$ cat src/sdef_pkg.sv
package sdef_pkg;

  // ==================================================================
  // bus geometry
  localparam int          ADDR_W        = 8;
  localparam int          DATA_W        = 32;
  localparam logic [1:0]  RESP_OKAY     = 2'h0;
  localparam logic [1:0]  RESP_SLVERR   = 2'h2;

  // ==================================================================
  // register byte offsets
  localparam logic [7:0]  OFF_STS_ONE   = 8'h38;
  localparam logic [7:0]  OFF_STS_TWO   = 8'h3c;
  localparam logic [7:0]  OFF_MASK_ONE  = 8'h40;
  localparam logic [7:0]  OFF_MASK_TWO  = 8'h44;
  localparam logic [7:0]  OFF_SDIO_STS  = 8'h68;
  localparam logic [7:0]  OFF_SDIO_MASK = 8'h6c;
  localparam logic [7:0]  OFF_IRQ_EN    = 8'h70;

  // ==================================================================
  // status one fields
  localparam int B1_RSP_DONE   = 0;
  localparam int B1_ACC_DONE   = 2;
  localparam int B1_CD_REMOVED = 3;
  localparam int B1_CD_INSERT  = 4;
  localparam int B1_CD_LEVEL   = 5;
  localparam int B1_WP_LEVEL   = 7;
  localparam int B1_D3_REMOVED = 8;
  localparam int B1_D3_INSERT  = 9;
  localparam int B1_D3_LEVEL   = 10;

  // ==================================================================
  // status two fields
  localparam int B2_CMD_ERR    = 0;
  localparam int B2_CRC_ERR    = 1;
  localparam int B2_END_ERR    = 2;
  localparam int B2_DATA_TO    = 3;
  localparam int B2_ILL_WR     = 4;
  localparam int B2_ILL_RD     = 5;
  localparam int B2_RSP_TO     = 6;
  localparam int B2_D0_LEVEL   = 7;
  localparam int B2_BUF_RD     = 8;
  localparam int B2_BUF_WR     = 9;
  localparam int B2_CLK_WR_OK  = 13;
  localparam int B2_CMD_BUSY   = 14;
  localparam int B2_ILL_ACC    = 15;

  // ==================================================================
  // sdio fields
  localparam int BS_CARD_IRQ   = 0;
  localparam int BS_EXT_A      = 14;
  localparam int BS_EXT_B      = 15;

  // ==================================================================
  // writable bit masks and reset values
  localparam logic [31:0] STS_ONE_RW    = 32'h0000031d;
  localparam logic [31:0] STS_TWO_RW    = 32'h0000837f;
  localparam logic [31:0] MASK_ONE_RW   = 32'h0000031d;
  localparam logic [31:0] MASK_TWO_RW   = 32'h0000837f;
  localparam logic [31:0] SDIO_STS_RW   = 32'h0000c001;
  localparam logic [31:0] SDIO_MASK_RW  = 32'h0000c007;
  localparam logic [31:0] SDIO_EVT_BITS = 32'h0000c001;
  localparam logic [31:0] IRQ_EN_RW     = 32'h00000003;
  localparam logic [31:0] SDIO_MASK_RST = 32'h00000006;
  localparam logic [31:0] ZERO_RST      = 32'h00000000;
  localparam int          EN_EVENT      = 0;
  localparam int          EN_SDIO       = 1;

  // ==================================================================
  // card pins, index order into the watcher
  localparam int PIN_N  = 4;
  localparam int PIN_CD = 0;
  localparam int PIN_WP = 1;
  localparam int PIN_D3 = 2;
  localparam int PIN_D0 = 3;
  localparam int PRIME_W = 3;

  // ==================================================================
  // carriers
  typedef struct packed {
    logic rsp_done;
    logic acc_done;
    logic cmd_err;
    logic crc_err;
    logic end_err;
    logic data_to;
    logic ill_wr;
    logic ill_rd;
    logic rsp_to;
    logic buf_readable;
    logic buf_writable;
    logic ill_access;
    logic card_irq;
    logic ext_a;
    logic ext_b;
  } sdef_evt_t;

  typedef struct packed {
    logic command_in_progress;
    logic clock_ctrl_writable;
  } sdef_core_state_t;

endpackage

$ cat src/sdef_pin_watch.sv
`timescale 1ns/1ps
module sdef_pin_watch (
  input  wire logic                       aclk,
  input  wire logic                       aresetn,
  input  wire logic [sdef_pkg::PIN_N-1:0] pins_in,
  output logic      [sdef_pkg::PIN_N-1:0] level,
  output logic      [sdef_pkg::PIN_N-1:0] rise,
  output logic      [sdef_pkg::PIN_N-1:0] fall
);
  import sdef_pkg::*;

  logic [PIN_N-1:0]   s1_reg, s1_next;
  logic [PIN_N-1:0]   s2_reg, s2_next;
  logic [PIN_N-1:0]   s3_reg, s3_next;
  logic [PIN_N-1:0]   rise_reg, rise_next;
  logic [PIN_N-1:0]   fall_reg, fall_next;
  logic [PRIME_W-1:0] prime_reg, prime_next;

  // ==================================================================
  // two-flop sync, then edge compare
  // no edges until the chain has filled, so a pin already high at
  // reset release is not mistaken for an insertion
  always_comb begin
    s1_next    = pins_in;
    s2_next    = s1_reg;
    s3_next    = s2_reg;
    prime_next = {prime_reg[PRIME_W-2:0], 1'b1};
    // RULE23: edges of synced level
    rise_next  = prime_reg[PRIME_W-1] ? (s2_reg & ~s3_reg) : '0;
    fall_next  = prime_reg[PRIME_W-1] ? (~s2_reg & s3_reg) : '0;
  end

  always_ff @(posedge aclk) begin
    if (!aresetn) begin
      s1_reg    <= '0;
      s2_reg    <= '0;
      s3_reg    <= '0;
      rise_reg  <= '0;
      fall_reg  <= '0;
      prime_reg <= '0;
    end else begin
      s1_reg    <= s1_next;
      s2_reg    <= s2_next;
      s3_reg    <= s3_next;
      rise_reg  <= rise_next;
      fall_reg  <= fall_next;
      prime_reg <= prime_next;
    end
  end

  assign level = s2_reg;
  assign rise  = rise_reg;
  assign fall  = fall_reg;

endmodule

$ cat src/sdef_top.sv
// How it works
// RULE1: status one keeps response-done at b0, access-done at b2; b1 reads zero.
// RULE2: status one flags card-detect removal b3, insertion b4, live level b5.
// RULE3: status one flags line-3 removal b8, insertion b9, live level b10.
// RULE4: status one shows write-protect level at b7; b6 and above b10 read zero.
// RULE5: status two holds command, crc and end-bit error flags at b0..b2.
// RULE6: status two holds data timeout at b3 and response timeout at b6.
// RULE7: status two flags illegal buffer write at b4, illegal read at b5.
// RULE8: status two flags buffer readable at b8 and writable at b9.
// RULE9: status two shows live data line 0 level at b7.
// RULE10: status two b14 shows command in progress, read only.
// RULE11: status two b13 shows whether clock control may be written.
// RULE12: status two illegal access flag at b15; b10..b12, b16 up read zero.
// RULE13: software writes one to status two b11 and sdio mask b2..b1.
// RULE14: sdio mask holds card irq b0, extended events b14 and b15.
// RULE15: writes to read-only or reserved bits change nothing.
// RULE16: software disables controller entries before changing masks or flags.
// RULE17: sdio interrupt delivered only while its controller enable is set.
// RULE18: mask one holds b0, b2, b3, b4, b8, b9 writable.
// RULE19: mask two holds a bit per status two event flag.
// RULE20: sdio status holds card irq b0 and extended events b14, b15.
// RULE21: writing zero clears an event flag, writing one leaves it.
// RULE22: interrupt raised while any flag is set with its mask bit set; event_irq here also needs irqen_reg b0 (EN_EVENT) set.
// RULE23: pin insertion and removal flags set on synced pin edges.
//
// Our own choices: the AXI4-Lite slave port and the address map.
`timescale 1ns/1ps
module sdef_top (
  input  wire logic                      aclk,
  input  wire logic                      aresetn,
  input  wire logic [sdef_pkg::ADDR_W-1:0] s_axi_awaddr,
  input  wire logic                      s_axi_awvalid,
  output logic                           s_axi_awready,
  input  wire logic [31:0]               s_axi_wdata,
  input  wire logic [3:0]                s_axi_wstrb,
  input  wire logic                      s_axi_wvalid,
  output logic                           s_axi_wready,
  output logic [1:0]                     s_axi_bresp,
  output logic                           s_axi_bvalid,
  input  wire logic                      s_axi_bready,
  input  wire logic [sdef_pkg::ADDR_W-1:0] s_axi_araddr,
  input  wire logic                      s_axi_arvalid,
  output logic                           s_axi_arready,
  output logic [31:0]                    s_axi_rdata,
  output logic [1:0]                     s_axi_rresp,
  output logic                           s_axi_rvalid,
  input  wire logic                      s_axi_rready,
  input  wire sdef_pkg::sdef_evt_t       core_evt,
  input  wire sdef_pkg::sdef_core_state_t core_state,
  input  wire logic                      card_detect_pin,
  input  wire logic                      write_protect_pin,
  input  wire logic                      data_line3_pin,
  input  wire logic                      data_line0_pin,
  output logic                           event_irq,
  output logic                           sdio_irq
);
  import sdef_pkg::*;

  // ==================================================================
  // helpers
  function automatic logic [31:0] strb_mask(input logic [3:0] strb);
    logic [31:0] m;
    m = '0;
    for (int i = 0; i < 4; i++) begin
      m[i*8 +: 8] = {8{strb[i]}};
    end
    return m;
  endfunction

  function automatic logic is_mapped(input logic [ADDR_W-1:0] a);
    return (a == OFF_STS_ONE) || (a == OFF_STS_TWO) || (a == OFF_MASK_ONE) ||
           (a == OFF_MASK_TWO) || (a == OFF_SDIO_STS) || (a == OFF_SDIO_MASK) ||
           (a == OFF_IRQ_EN);
  endfunction

  // sticky flag: hardware set beats a same-cycle software clear
  function automatic logic [31:0] flag_upd(input logic [31:0] cur,
                                           input logic        hit,
                                           input logic [31:0] clr,
                                           input logic [31:0] set,
                                           input logic [31:0] rw);
    return ((cur & ~(hit ? clr : '0)) | set) & rw;
  endfunction

  function automatic logic [31:0] ctl_upd(input logic [31:0] cur,
                                          input logic        hit,
                                          input logic [31:0] bm,
                                          input logic [31:0] wd,
                                          input logic [31:0] rw);
    return hit ? (((cur & ~bm) | (wd & bm)) & rw) : cur;
  endfunction

  // ==================================================================
  // pin watch
  logic [PIN_N-1:0] pin_level;
  logic [PIN_N-1:0] pin_rise;
  logic [PIN_N-1:0] pin_fall;
  logic [PIN_N-1:0] pins_raw;

  always_comb begin
    pins_raw         = '0;
    pins_raw[PIN_CD] = card_detect_pin;
    pins_raw[PIN_WP] = write_protect_pin;
    pins_raw[PIN_D3] = data_line3_pin;
    pins_raw[PIN_D0] = data_line0_pin;
  end

  sdef_pin_watch u_pins (
    .aclk    (aclk),
    .aresetn (aresetn),
    .pins_in (pins_raw),
    .level   (pin_level),
    .rise    (pin_rise),
    .fall    (pin_fall)
  );

  // ==================================================================
  // register state
  logic [31:0]       sts1_reg, sts1_next;
  logic [31:0]       sts2_reg, sts2_next;
  logic [31:0]       msk1_reg, msk1_next;
  logic [31:0]       msk2_reg, msk2_next;
  logic [31:0]       ssts_reg, ssts_next;
  logic [31:0]       smsk_reg, smsk_next;
  logic [31:0]       irqen_reg, irqen_next;
  logic [31:0]       set1, set2, sets;
  logic [31:0]       rd1, rd2;

  // ==================================================================
  // bus state
  logic              aw_full_reg, aw_full_next;
  logic              w_full_reg, w_full_next;
  logic [ADDR_W-1:0] awaddr_reg, awaddr_next;
  logic [31:0]       wdata_reg, wdata_next;
  logic [3:0]        wstrb_reg, wstrb_next;
  logic              awready_reg, awready_next;
  logic              wready_reg, wready_next;
  logic              bvalid_reg, bvalid_next;
  logic [1:0]        bresp_reg, bresp_next;
  logic              arready_reg, arready_next;
  logic              rvalid_reg, rvalid_next;
  logic [31:0]       rdata_reg, rdata_next;
  logic [1:0]        rresp_reg, rresp_next;
  logic              eirq_reg, eirq_next;
  logic              sirq_reg, sirq_next;
  logic              wr_go;
  logic [31:0]       bm;
  logic [31:0]       clr;

  // ==================================================================
  // event sources
  always_comb begin
    set1 = '0;
    set2 = '0;
    sets = '0;
    // RULE1: completion events
    set1[B1_RSP_DONE]   = core_evt.rsp_done;
    set1[B1_ACC_DONE]   = core_evt.acc_done;
    // RULE2: card-detect edges
    set1[B1_CD_REMOVED] = pin_fall[PIN_CD];
    set1[B1_CD_INSERT]  = pin_rise[PIN_CD];
    // RULE3: line-3 edges
    set1[B1_D3_REMOVED] = pin_fall[PIN_D3];
    set1[B1_D3_INSERT]  = pin_rise[PIN_D3];
    // RULE5: protocol errors
    set2[B2_CMD_ERR]    = core_evt.cmd_err;
    set2[B2_CRC_ERR]    = core_evt.crc_err;
    set2[B2_END_ERR]    = core_evt.end_err;
    // RULE6: timeouts
    set2[B2_DATA_TO]    = core_evt.data_to;
    set2[B2_RSP_TO]     = core_evt.rsp_to;
    // RULE7: illegal buffer access
    set2[B2_ILL_WR]     = core_evt.ill_wr;
    set2[B2_ILL_RD]     = core_evt.ill_rd;
    // RULE8: buffer readiness
    set2[B2_BUF_RD]     = core_evt.buf_readable;
    set2[B2_BUF_WR]     = core_evt.buf_writable;
    // RULE12: illegal access
    set2[B2_ILL_ACC]    = core_evt.ill_access;
    // RULE20: sdio events
    sets[BS_CARD_IRQ]   = core_evt.card_irq;
    sets[BS_EXT_A]      = core_evt.ext_a;
    sets[BS_EXT_B]      = core_evt.ext_b;
  end

  // ==================================================================
  // read views with live monitors
  always_comb begin
    rd1              = sts1_reg;
    // RULE2: live card-detect
    rd1[B1_CD_LEVEL] = pin_level[PIN_CD];
    // RULE4: live write-protect
    rd1[B1_WP_LEVEL] = pin_level[PIN_WP];
    // RULE3: live line-3
    rd1[B1_D3_LEVEL] = pin_level[PIN_D3];
    rd2              = sts2_reg;
    // RULE9: live line-0
    rd2[B2_D0_LEVEL] = pin_level[PIN_D0];
    // RULE11: clock control writable
    rd2[B2_CLK_WR_OK] = core_state.clock_ctrl_writable;
    // RULE10: command busy
    rd2[B2_CMD_BUSY] = core_state.command_in_progress;
  end

  // ==================================================================
  // register update
  always_comb begin
    wr_go = aw_full_reg && w_full_reg && !bvalid_reg;
    bm    = strb_mask(wstrb_reg);
    clr   = bm & ~wdata_reg;
    // RULE21: zero clears, one keeps
    sts1_next = flag_upd(sts1_reg, wr_go && (awaddr_reg == OFF_STS_ONE), clr, set1,
                         STS_ONE_RW);
    sts2_next = flag_upd(sts2_reg, wr_go && (awaddr_reg == OFF_STS_TWO), clr, set2,
                         STS_TWO_RW);
    ssts_next = flag_upd(ssts_reg, wr_go && (awaddr_reg == OFF_SDIO_STS), clr, sets,
                         SDIO_STS_RW);
    // RULE15: read-only bits dropped by masks
    // RULE18: mask one bits
    msk1_next = ctl_upd(msk1_reg, wr_go && (awaddr_reg == OFF_MASK_ONE), bm, wdata_reg,
                        MASK_ONE_RW);
    // RULE19: mask two bits
    msk2_next = ctl_upd(msk2_reg, wr_go && (awaddr_reg == OFF_MASK_TWO), bm, wdata_reg,
                        MASK_TWO_RW);
    // RULE14: sdio mask bits
    smsk_next = ctl_upd(smsk_reg, wr_go && (awaddr_reg == OFF_SDIO_MASK), bm, wdata_reg,
                        SDIO_MASK_RW);
    irqen_next = ctl_upd(irqen_reg, wr_go && (awaddr_reg == OFF_IRQ_EN), bm, wdata_reg,
                         IRQ_EN_RW);
    // RULE22: flag and mask both high
    eirq_next = irqen_reg[EN_EVENT] &&
                (|(sts1_reg & msk1_reg) || |(sts2_reg & msk2_reg));
    // RULE17: sdio gated by its enable
    sirq_next = irqen_reg[EN_SDIO] && |(ssts_reg & smsk_reg & SDIO_EVT_BITS);
  end

  // ==================================================================
  // axi4-lite slave
  // one write and one read in flight; address and data taken in any order
  always_comb begin
    aw_full_next = aw_full_reg;
    w_full_next  = w_full_reg;
    awaddr_next  = awaddr_reg;
    wdata_next   = wdata_reg;
    wstrb_next   = wstrb_reg;
    bvalid_next  = bvalid_reg;
    bresp_next   = bresp_reg;
    rvalid_next  = rvalid_reg;
    rdata_next   = rdata_reg;
    rresp_next   = rresp_reg;
    if (s_axi_awvalid && awready_reg) begin
      aw_full_next = 1'b1;
      awaddr_next  = s_axi_awaddr;
    end
    if (s_axi_wvalid && wready_reg) begin
      w_full_next = 1'b1;
      wdata_next  = s_axi_wdata;
      wstrb_next  = s_axi_wstrb;
    end
    if (wr_go) begin
      aw_full_next = 1'b0;
      w_full_next  = 1'b0;
      bvalid_next  = 1'b1;
      bresp_next   = is_mapped(awaddr_reg) ? RESP_OKAY : RESP_SLVERR;
    end else if (bvalid_reg && s_axi_bready) begin
      bvalid_next = 1'b0;
    end
    if (s_axi_arvalid && arready_reg) begin
      rvalid_next = 1'b1;
      rresp_next  = is_mapped(s_axi_araddr) ? RESP_OKAY : RESP_SLVERR;
      case (s_axi_araddr)
        OFF_STS_ONE:   rdata_next = rd1;
        OFF_STS_TWO:   rdata_next = rd2;
        OFF_MASK_ONE:  rdata_next = msk1_reg;
        OFF_MASK_TWO:  rdata_next = msk2_reg;
        OFF_SDIO_STS:  rdata_next = ssts_reg;
        OFF_SDIO_MASK: rdata_next = smsk_reg;
        OFF_IRQ_EN:    rdata_next = irqen_reg;
        default:       rdata_next = '0;
      endcase
    end else if (rvalid_reg && s_axi_rready) begin
      rvalid_next = 1'b0;
    end
    // refuse a new write while the last answer still waits
    awready_next = !aw_full_next && !bvalid_next;
    wready_next  = !w_full_next && !bvalid_next;
    arready_next = !rvalid_next;
  end

  always_ff @(posedge aclk) begin
    if (!aresetn) begin
      sts1_reg    <= ZERO_RST;
      sts2_reg    <= ZERO_RST;
      msk1_reg    <= ZERO_RST;
      msk2_reg    <= ZERO_RST;
      ssts_reg    <= ZERO_RST;
      smsk_reg    <= SDIO_MASK_RST;
      irqen_reg   <= ZERO_RST;
      eirq_reg    <= 1'b0;
      sirq_reg    <= 1'b0;
      aw_full_reg <= 1'b0;
      w_full_reg  <= 1'b0;
      awaddr_reg  <= '0;
      wdata_reg   <= '0;
      wstrb_reg   <= '0;
      awready_reg <= 1'b0;
      wready_reg  <= 1'b0;
      bvalid_reg  <= 1'b0;
      bresp_reg   <= RESP_OKAY;
      arready_reg <= 1'b0;
      rvalid_reg  <= 1'b0;
      rdata_reg   <= '0;
      rresp_reg   <= RESP_OKAY;
    end else begin
      sts1_reg    <= sts1_next;
      sts2_reg    <= sts2_next;
      msk1_reg    <= msk1_next;
      msk2_reg    <= msk2_next;
      ssts_reg    <= ssts_next;
      smsk_reg    <= smsk_next;
      irqen_reg   <= irqen_next;
      eirq_reg    <= eirq_next;
      sirq_reg    <= sirq_next;
      aw_full_reg <= aw_full_next;
      w_full_reg  <= w_full_next;
      awaddr_reg  <= awaddr_next;
      wdata_reg   <= wdata_next;
      wstrb_reg   <= wstrb_next;
      awready_reg <= awready_next;
      wready_reg  <= wready_next;
      bvalid_reg  <= bvalid_next;
      bresp_reg   <= bresp_next;
      arready_reg <= arready_next;
      rvalid_reg  <= rvalid_next;
      rdata_reg   <= rdata_next;
      rresp_reg   <= rresp_next;
    end
  end

  assign s_axi_awready = awready_reg;
  assign s_axi_wready  = wready_reg;
  assign s_axi_bvalid  = bvalid_reg;
  assign s_axi_bresp   = bresp_reg;
  assign s_axi_arready = arready_reg;
  assign s_axi_rvalid  = rvalid_reg;
  assign s_axi_rdata   = rdata_reg;
  assign s_axi_rresp   = rresp_reg;
  assign event_irq     = eirq_reg;
  assign sdio_irq      = sirq_reg;

endmodule

$ cat config.mk
export PLATFORM = sky130hd
export DESIGN_NAME = sdef_top
export DESIGN_NICKNAME = d
export VERILOG_FILES = /design/src/sdef_pkg.sv /design/src/sdef_pin_watch.sv /design/src/sdef_top.sv
export SDC_FILE = /design/constraint.sdc
export NUM_CORES = 1
export LEC_CHECK = 0
export BUFFER_PORTS_ARGS = -buffer_cell sky130_fd_sc_hd__buf_2
export CORE_MARGIN = 2
export CORE_UTILIZATION = 55
export CTS_BUF_LIST = sky130_fd_sc_hd__clkbuf_8
export DETAILED_ROUTE_END_ITERATION = 16
export PLACE_DENSITY = 0.8
export SLEW_MARGIN = 5
export SYNTH_ARGS = -nofsm -noshare
export SYNTH_HDL_FRONTEND = slang
export SYNTH_SLANG_ARGS = --single-unit
$ cat constraint.sdc
create_clock -name aclk -period 2.5 [get_ports aclk]
set_input_delay 0.75 -clock aclk [delete_from_list [all_inputs] [get_ports aclk]]
set_output_delay 0.75 -clock aclk [all_outputs]
set_load 0.005 [all_outputs]
==> flow_summary_export.csv, run 1 <==
group,metric,value,unit
detailed_routing,drtAntennaViolNets,0,
detailed_routing,via_per_inst,5.664,
critical_path,endpoint_kind,"flop",
yosys,synth_top_area_share,44.82,%
power,ir_drop,274.0,µV
finish,num-fill-cells,718,
global_route,grt_usage,24.23,%
timing,slew-limit-headroom,58.80,%
clocking,cts_num_sinks,105,
placement,place_congestion,0.9107,
detailed_routing,dr.pass1.iters,5,
critical_path,cp_max_fo,22,
yosys,synth-main-ff-cell,"dfxtp_1",
floorplan,fp.dieH,96.34,µm
critical_path,endpoint,"s_axi_rdata[0]$_SDFFE_PN0P_",
critical_path,critPathTopFamily,"simple AND/OR/NAND/NOR gates",
floorplan,dieArea,9281,µm²
clocking,clockBufferDepth,2,
critical_path,crit_cells,5,
floorplan,core,8258,µm²
timing,setup_viol_count_final,0,
finish,final_layout_size_suffix_gt1_share,21.03,%
timing,rsz0062_at_grt,"no",
power,leakagePower,2.188,nW
critical_path,path_class,"in -> reg",
yosys,synth_edf_count,0,
run_status,status,"completed",
clocking,cts_resized,0,
placement,portBuffers,79,
min_path,hold_path_class,"reg -> reg",
critical_path,critPathMaxStageDelay,0.65,ns
finish,n_antenna_cell,0,
yosys,synthDistinctLibCells,64,
critical_path,cp_data_required_time,2.79,ns
clocking,path_clk_slew,0.10,ns
timing,setup_ws,0.5575,ns
yosys,avgSynthCellArea,9.250,µm²
clocking,tritoncts,"yes",
timing,hold_viol,0,
clocking,holdBufCountCts,0,
critical_path,r2r_slack,0.61,ns
global_route,grt_pass1_vias,3520,
critical_path,crit_path_start_kind,"input port",
detailed_routing,routed_wl,10.84,mm
yosys,yosys_warnings,0,
floorplan,dieWidth,96.34,µm
detailed_routing,drcViolationCount,0,
finish,final_nets,655,
timing,fin_crit,1.942,ns
yosys,synth_seq_cells,105,
critical_path,r2r-start,"awaddr_reg[4]$_SDFFE_PN0P_",
yosys,synthTopCellsByArea,"dfxtp_1 (45%), a21boi_0 (5.8%), nand2_1 (5.4%)",
power,p_per_area,580.4,nW/µm²
clocking,htreeDepth,3,
yosys,syn_area,4689,µm²
finish,layout_commonest_cell,"dfxtp_1",
timing,worstMarginPinSlew,0.6133,ns
clocking,worstSkewPairLatency,0.37,ns
floorplan,rows,33,
global_route,antenna_found_initial,0,
timing,fin_skew,0.01232,ns
detailed_routing,vias,3880,
critical_path,regToRegEndpoint,"sts1_reg[2]$_SDFF_PN0_",
global_route,grt_pass1_wl,17.23,mm
clocking,clockRootBuffer,"clkbuf_8",
yosys,async_flop_share,0,%
run,maxCapViolCount,0,
placement,dp_hpwl,8.036,mm
global_route,overflow,0,
global_route,grt_max_degree,52,
floorplan,io_pins,123,
placement,dp_slack,0.1935,ns
critical_path,slowest_stage,"or4b_1",
timing,fmax,514.8,MHz
timing,slew_viol_final,0,
critical_path,crit_arrival,2.24,ns
clocking,numCtsBuffers,9,
finish,fin_cells,685,
placement,dp_cells,669,
finish,post-route-util,63.45,%
yosys,syn_inst,507,
detailed_routing,drtIter0Drc,381,
yosys,yosysSeqAreaShare,44.82,%
power,total_power,3.041,mW
critical_path,crit_start,"s_axi_araddr[4]",
clocking,post_cts_buffers,0,
finish,area_delta_synth_final,11.74,%
detailed_routing,wl_per_cell,15.83,µm
yosys,synth_largest_area_cell,"dfxtp_1",
timing,fin_setup_tns,0,ns
critical_path,worst-path-buf-inv,1,
critical_path,ff2ff_path_depth,4,
timing,fin_crit_sh,77.70,%
floorplan,start_util,56.79,%
finish,final_cell_mix,"dfxtp_1 (105), buf_2 (79), nand2_1 (68)",
critical_path,cp_cell_sequence,"buf_2 -> and2b_1 -> a22oi_1 -> or4b_1 -> o21ai_0",
report_power, final:
group / switching, mW / total (mW) / internal [mW] / leakage (nW)
sequential: 0.0580 / 1.79 / 1.73 / 0.858
clock: 0.619 / 1.00 / 0.384 / 0.0976
combinational: 0.133 / 0.253 / 0.119 / 1.23
per-layer routing:
| layer | vias to the layer above | track usage [%] | wire length [µm] |
|---|---|---|---|
| met1 | 1804 | 34.07 | 5080 |
| met3 | 14 | 2.584 | 665 |
| met4 | 0 | 7.746 | 153 |
| met2 | 168 | 39.06 | 4941 |
| li1 | 1894 | - | - |
| met5 | - | 0 | 0 |
cell usage after synthesis, types with 2 or more instances:
| cell | number |
|---|---|
| a221oi_1 | 5 |
| nand3_1 | 6 |
| nor2_1 | 13 |
| nand2_1 | 68 |
| nor4b_1 | 2 |
| and2_1 | 18 |
| clkbuf_1 | 20 |
| nor2b_1 | 21 |
| dfxtp_1 | 105 |
| inv_1 | 14 |
| nand2b_1 | 5 |
| o21a_1 | 5 |
| or2_2 | 2 |
| buf_4 | 20 |
| clkbuf_2 | 2 |
| buf_6 | 2 |
| a21oi_1 | 7 |
| and3_1 | 3 |
| nor3_1 | 10 |
| nand4_1 | 6 |
| mux2_2 | 5 |
| and3b_1 | 4 |
| o31a_1 | 4 |
| a222oi_1 | 4 |
| a211oi_1 | 4 |
| and4b_1 | 6 |
| o21ai_0 | 25 |
| mux2i_1 | 23 |
| a21boi_0 | 36 |
| a22o_1 | 4 |
| buf_2 | 3 |
| nand3b_1 | 5 |
| or3b_2 | 4 |
| a22oi_1 | 2 |
| nor3b_1 | 7 |
| nor4_1 | 3 |
| a2111oi_0 | 2 |
| nor4bb_1 | 4 |
| o31ai_1 | 3 |
worst register-to-register path, delay by kind of cell, from the launching register on:
kind / cells / cell delay, ns
AND/OR/NAND/NOR: 3 / 1.17
flip-flops: 1 / 0.45
AO/OA/AOI/OAI: 1 / 0.13
cell families (layout without fill, tap and decap cells):
| logic type | Yosys count | in the layout | share of synthesized area, % |
|---|---|---|---|
| compound gates | 112 | 112 | 17.26 |
| xor+xnor | 1 | 1 | 0.1868 |
| buf+inv | 62 | 116 | 7.230 |
| flops | 105 | 105 | 44.82 |
| mux | 28 | 28 | 6.110 |
| other cells | 1 | 20 | 0.07997 |
| simple gates | 198 | 198 | 24.31 |
worst min-delay path by stage:
stage / startpoint / endpoint / slack, ns / cells past startpoint
2_1_floorplan: u_pins.s3_reg[0]$_SDFF_PN0_ / u_pins.rise[0]$_SDFF_PN0_ / 0.39 / 1
3_3_place_gp: u_pins.s3_reg[0]$_SDFF_PN0_ / u_pins.rise[0]$_SDFF_PN0_ / 0.39 / 1
3_5_place_dp: u_pins.s3_reg[2]$_SDFF_PN0_ / u_pins.rise[2]$_SDFF_PN0_ / 0.41 / 1
4_1_cts: u_pins.s3_reg[2]$_SDFF_PN0_ / u_pins.rise[2]$_SDFF_PN0_ / 0.42 / 1
5_1_grt: u_pins.s3_reg[2]$_SDFF_PN0_ / u_pins.rise[2]$_SDFF_PN0_ / 0.44 / 1
6_report: u_pins.s3_reg[2]$_SDFF_PN0_ / u_pins.rise[2]$_SDFF_PN0_ / 0.42 / 1
metrics by stage:
step | hold WS (ns) | area (µm²)
floorplan | 0.3892 | 4761
global placement | 0.3916 | 5054
detailed placement | 0.4066 | 5054
CTS | 0.4234 | 5240
global route | 0.4425 | 5240
finish | 0.4202 | 5240
layout make-up:
type / instances / area (µm²) / area share [%]
inverters: 14 / 52.55 / 1.003
flip-flops and latches: 105 / 2102 / 40.11
well taps: 105 / 131.4 / 2.507
clock inverters: 7 / 62.56 / 1.194
repair buffers: 86 / 447.9 / 8.548
multi-input cells: 359 / 2320 / 44.27
clock buffers: 9 / 123.9 / 2.364
(Power assumes the default switching activity.)
==> run 2: changes to the inputs <==
- clock period: 2.5 -> 1.83 ns (I/O delays scaled with it)
==> run 2 against run 1 <==
Against the previous run:
- first-iteration DRC count fell by 17%
- combinational power increased by 56%
- highest routed layer unchanged
- die area is the same
- routed wire length increased by 1.4%
- sequential share of layout area is 2.1 points lower
- critical path depth is 1 lower
- worst setup slack got worse by 0.42 ns
==> flow_summary_export.csv, run 2 (same netlist as run 1, synthesis figures left out) <==
group,metric,value,unit
placement,portBuffers,79,
clocking,htreeDepth,3,
floorplan,rows,33,
finish,area_delta_synth_final,17.96,%
floorplan,dieWidth,96.34,µm
critical_path,cp_max_fo,7,
power,ir_drop,423.4,µV
power,clkPwrFrac,33.8,%
timing,fmax,590.9,MHz
run,maxCapViolCount,0,
clocking,tritoncts,"yes",
timing,setup_viol_count_final,0,
finish,n_antenna_cell,0,
finish,layout_commonest_cell,"dfxtp_1",
min_path,hold_start,"card_detect_pin",
power,internal-power,3.109,mW
finish,final_cell_mix,"dfxtp_1 (105), buf_2 (79), nand2_1 (68)",
global_route,overflow,0,
critical_path,path_class,"reg -> reg",
floorplan,io_pins,123,
floorplan,core,8258,µm²
clocking,path_clk_slew,0.11,ns
clocking,clockRootBuffer,"clkbuf_8",
detailed_routing,via_per_inst,5.590,
power,p_comb_share,9.2,%
timing,slew_viol_final,0,
finish,final_nets,687,
clocking,clockBufferDepth,2,
detailed_routing,dr.pass1.iters,5,
critical_path,crit_start,"awaddr_reg[6]$_SDFFE_PN0P_",
power,p_sw_share,27.25,%
critical_path,endpoint_kind,"flop",
timing,fin_crit,1.692,ns
timing,fin_crit_sh,92.47,%
global_route,grt_pass1_vias,3742,
floorplan,dieArea,9281,µm²
detailed_routing,drtAntennaViolNets,0,
detailed_routing,wl_per_cell,15.33,µm
critical_path,cp_data_required_time,2.10,ns
timing,rsz0062_at_grt,"no",
global_route,antenna_found_initial,0,
timing,hold_viol,0,
critical_path,r2r-start,"awaddr_reg[6]$_SDFFE_PN0P_",
run_status,status,"completed",
placement,place_congestion,0.9426,
global_route,grt_pass1_wl,18.11,mm
detailed_routing,routed_wl,10.99,mm
timing,fin_skew,0.01635,ns
global_route,grt_usage,25.47,%
placement,dp_slack,-0.2041,ns
finish,final_layout_size_suffix_gt1_share,25.33,%
power,power_frac_seq,57.0,%
critical_path,crit_arrival,1.97,ns
clocking,worstSkewPairLatency,0.38,ns
power,switchingPower,1.164,mW
placement,dp_hpwl,8.458,mm
detailed_routing,drtIter0Drc,317,
clocking,cts_num_sinks,105,
timing,slew-limit-headroom,66.64,%
min_path,hold_path_class,"in -> reg",
global_route,grt_max_degree,73,
power,p_per_area,772.5,nW/µm²
detailed_routing,vias,4008,
timing,worstMarginPinSlew,0.4878,ns
floorplan,start_util,56.79,%
critical_path,crit_path_start_kind,"flop",
detailed_routing,drcViolationCount,0,
timing,setup_ws,0.1378,ns
placement,dp_cells,700,
floorplan,fp.dieH,96.34,µm
clocking,holdBufCountCts,0,
power,leakagePower,2.360,nW
clocking,numCtsBuffers,9,
finish,fin_cells,717,
run 2: cell types whose count changed in the layout (fill, tap and decap cells not counted):
cell | previous run | this run
a2111oi_0 | 2 | 1
a2111oi_1 | 0 | 1
clkinv_8 | 0 | 2
nor4bb_1 | 4 | 3
buf_12 | 0 | 2
inv_6 | 1 | 2
nor4bb_2 | 0 | 1
clkinv_4 | 3 | 1
buf_4 | 7 | 37
clkinv_2 | 1 | 0
run 2: worst paths after layout:
| path | cells past startpoint | endpoint | slack, ns |
|---|---|---|---|
| max | 4 | flop | 0.14 |
| min | 2 | u_pins.s1_reg[0]$_SDFF_PN0_ | 0.37 |
| max reg2reg | 4 | flop | 0.14 |
| min reg2reg | 1 | u_pins.rise[0]$_SDFF_PN0_ | 0.44 |
run 2: layout make-up:
cell class / count / area [µm²]
multi-input combinational: 359 / 2327
inverter: 14 / 52.55
clock buffer: 9 / 123.9
clock inverter: 7 / 81.33
sequential: 105 / 2102
fill: 660 / 2726
tap: 105 / 131.4
timing repair buffer: 118 / 713.2
run 2: routing by layer:
metal	vias up	global-route usage, %	part of all wire [%]
li1	1956	-	-
met1	1877	34.74	46
met2	152	40.57	45
met3	23	4.933	6.4
met4	0	8.451	2.1
met5	-	0	0
run 2: per-stage QoR:
step | power [mW] | instance area (µm²) | setup TNS, ns | utilization [%] | hold slack, ns
after floorplan | 2.714 | 4761 | 0 | - | 0.3892
after global placement | 2.859 | 5311 | -1.395 | 64.32 | 0.3951
after detailed placement | 2.877 | 5311 | -1.717 | 64.32 | 0.4196
after CTS | 4.270 | 5517 | 0 | 66.80 | 0.3631
after global routing | 4.446 | 5532 | 0 | 66.98 | 0.3555
final | 4.273 | 5532 | 0 | 66.98 | 0.3671
run 2: worst max-delay path, cell delays in order, from the launching register on:
cell	delay [ns]
dfxtp_1	0.46
nor4b_2	0.40
and4b_1	0.43
mux2i_1	0.22
nor2b_1	0.06
run 2: repair_timing:
item	CTS	global route
gates resized for setup	0	2
setup endpoints to repair	0	8
buffers inserted	0	1
hold endpoints to repair	0	0
run 2: power groups by stage:
stage                     Clock, mW  Sequential (mW)  Combinational, mW
after global placement            0             2.48              0.379
after global routing           1.56             2.45              0.441
final                          1.44             2.44              0.394
after floorplan                   0             2.46              0.258
after CTS                      1.44             2.43              0.392
after detailed placement          0             2.49              0.391
==> run 3: changes to the inputs <==
- MAX_ROUTING_LAYER: not set -> met4
==> run 3 against run 2 <==
Against the previous run:
- power up 1.5%
- fmax down 1.2%
- final area decreased by 0.23%
- largest cell class unchanged
==> flow_summary_export.csv, run 3 (same netlist as run 1, synthesis figures left out) <==
group,metric,value,unit
timing,whs,0.3823,ns
floorplan,start_util,56.79,%
min_path,hold_path_class,"in -> reg",
finish,layout_commonest_cell,"dfxtp_1",
global_route,grt_usage,25.44,%
critical_path,crit_path_start_kind,"input port",
finish,area_delta_synth_final,17.69,%
timing,fin_skew,0.01281,ns
global_route,grt_pass1_vias,3652,
clocking,holdBufCountCts,0,
power,ir_drop,595.6,µV
clocking,tritoncts,"yes",
critical_path,r2r-start,"awaddr_reg[4]$_SDFFE_PN0P_",
placement,place_congestion,0.9574,
global_route,grt_max_degree,49,
run_status,status,"completed",
detailed_routing,drtIter0Drc,396,
critical_path,slowest_stage,"or4b_4",
min_path,hold_start,"data_line3_pin",
floorplan,core,8258,µm²
timing,setup_ws,0.1165,ns
critical_path,crit_top_cell,"a2111oi_0",
power,p_comb_share,9.0,%
finish,post-route-util,66.83,%
critical_path,cp_cell_sequence,"buf_2 -> or4b_4 -> a2111oi_0 -> a2111oi_0 -> buf_4 -> o21ai_0",
placement,dp_cells,697,
critical_path,crit_start,"s_axi_araddr[1]",
critical_path,endpoint_kind,"flop",
critical_path,cp_max_fo,4,
power,power_frac_seq,56.1,%
critical_path,critPathMaxStageDelay,0.56,ns
clocking,post_cts_buffers,0,
timing,worstMarginPinSlew,0.5216,ns
floorplan,fp.dieH,96.34,µm
power,switchingPower,1.119,mW
floorplan,dieWidth,96.34,µm
detailed_routing,wl_per_cell,15.67,µm
finish,fin_cells,714,
timing,fin_crit,1.714,ns
floorplan,rows,33,
finish,final_nets,684,
finish,multiInputGateArea,2320,µm²
clocking,clockRootBuffer,"clkbuf_8",
timing,fin_setup_tns,0,ns
timing,setup_viol_count_final,0,
critical_path,crit_arrival,2.02,ns
global_route,grt_pass1_wl,17.60,mm
finish,n_antenna_cell,0,
power,leakagePower,2.350,nW
placement,dpl_cell_area,5301,µm²
timing,slew_viol_final,0,
detailed_routing,vias,3975,
detailed_routing,drcViolationCount,0,
power,total_power,4.338,mW
critical_path,path_class,"in -> reg",
timing,rsz0062_at_grt,"yes",
run,maxCapViolCount,0,
clocking,htreeDepth,3,
clocking,cts_num_sinks,105,
critical_path,cp_data_required_time,2.13,ns
timing,fmax,583.6,MHz
detailed_routing,routed_wl,11.19,mm
timing,slew-limit-headroom,64.33,%
detailed_routing,drtAntennaViolNets,0,
clocking,path_clk_slew,0.11,ns
global_route,overflow,0,
timing,hold_viol,0,
min_path,whs_path_depth,2,
critical_path,regToRegEndpoint,"sts1_reg[9]$_SDFF_PN0_",
power,internal-power,3.219,mW
clocking,numCtsBuffers,9,
detailed_routing,via_per_inst,5.567,
finish,final_layout_size_suffix_gt1_share,24.79,%
finish,num-fill-cells,671,
detailed_routing,dr.pass1.iters,6,
power,p_per_area,786.0,nW/µm²
power,clkPwrFrac,34.8,%
clocking,clockBufferDepth,2,
placement,dp_slack,-0.2370,ns
critical_path,r2r_slack,0.12,ns
clocking,worstSkewPairLatency,0.37,ns
floorplan,dieArea,9281,µm²
global_route,antenna_found_initial,0,
floorplan,io_pins,123,
finish,regArea,2102,µm²
finish,final_area,5519,µm²
timing,fin_crit_sh,93.64,%
clocking,cts_resized,0,
finish,final_cell_mix,"dfxtp_1 (105), buf_2 (79), nand2_1 (68)",
placement,portBuffers,79,
placement,dp_hpwl,8.530,mm
critical_path,ff2ff_path_depth,4,
min_path,hold-path-endpoint,"u_pins.s1_reg[2]$_SDFF_PN0_",
power,p_sw_share,25.80,%
[run 3: changes by cell type in the layout (fill, tap and decap cells not counted), sizes merged]
cell      before  now
buf          118  115
clkinvlp       0    1
inv           18   17
bufinv         0    1
clkinv         3    2
[run 3: layout make-up]
type,instances,area share [%]
Multi-Input combinational cell,359,42.03
Inverter,14,0.9522
Timing Repair Buffer,115,12.74
Clock inverter,7,1.564
Sequential cell,105,38.09
Clock buffer,9,2.244
Tap cell,105,2.380
[run 3: critical path: cells and delay by family]
kind	cells	cell delay, ns
AOI/OAI and AO/OA	3	0.63
buffers and inverters	2	0.28
and+or+nand+nor	1	0.56
[run 3: layer usage]
metal  track usage, %  vias to the layer above  wire length (µm)
li1                 -                     1952                 -
met3            3.211                       21               705
met1            33.68                     1838              5050
met4            8.333                        0               205
met2            40.57                      164              5229
met5                -                        -                 0
[run 3: power by group through the flow]
stage / Combinational [mW] / Clock, mW / Sequential (mW)
3_3_place_gp: 0.374 / 0 / 2.48
5_1_grt: 0.435 / 1.60 / 2.45
4_1_cts: 0.389 / 1.51 / 2.43
6_report: 0.391 / 1.51 / 2.44
3_5_place_dp: 0.388 / 0 / 2.49
2_1_floorplan: 0.258 / 0 / 2.46
[run 3: how the worst max path moves through the flow]
stage,endpoint,slack [ns],depth (start not counted)
final,s_axi_rdata[0]$_SDFFE_PN0P_,0.12,6
after global routing,flop,-0.02,4
after CTS,s_axi_rdata[0]$_SDFFE_PN0P_,0.14,6
after detailed placement,s_axi_rdata[0]$_SDFFE_PN0P_,-0.24,6
after global placement,s_axi_rdata[0]$_SDFFE_PN0P_,-0.16,6
after floorplan,s_axi_rdata[14]$_SDFFE_PN0P_,0.05,4
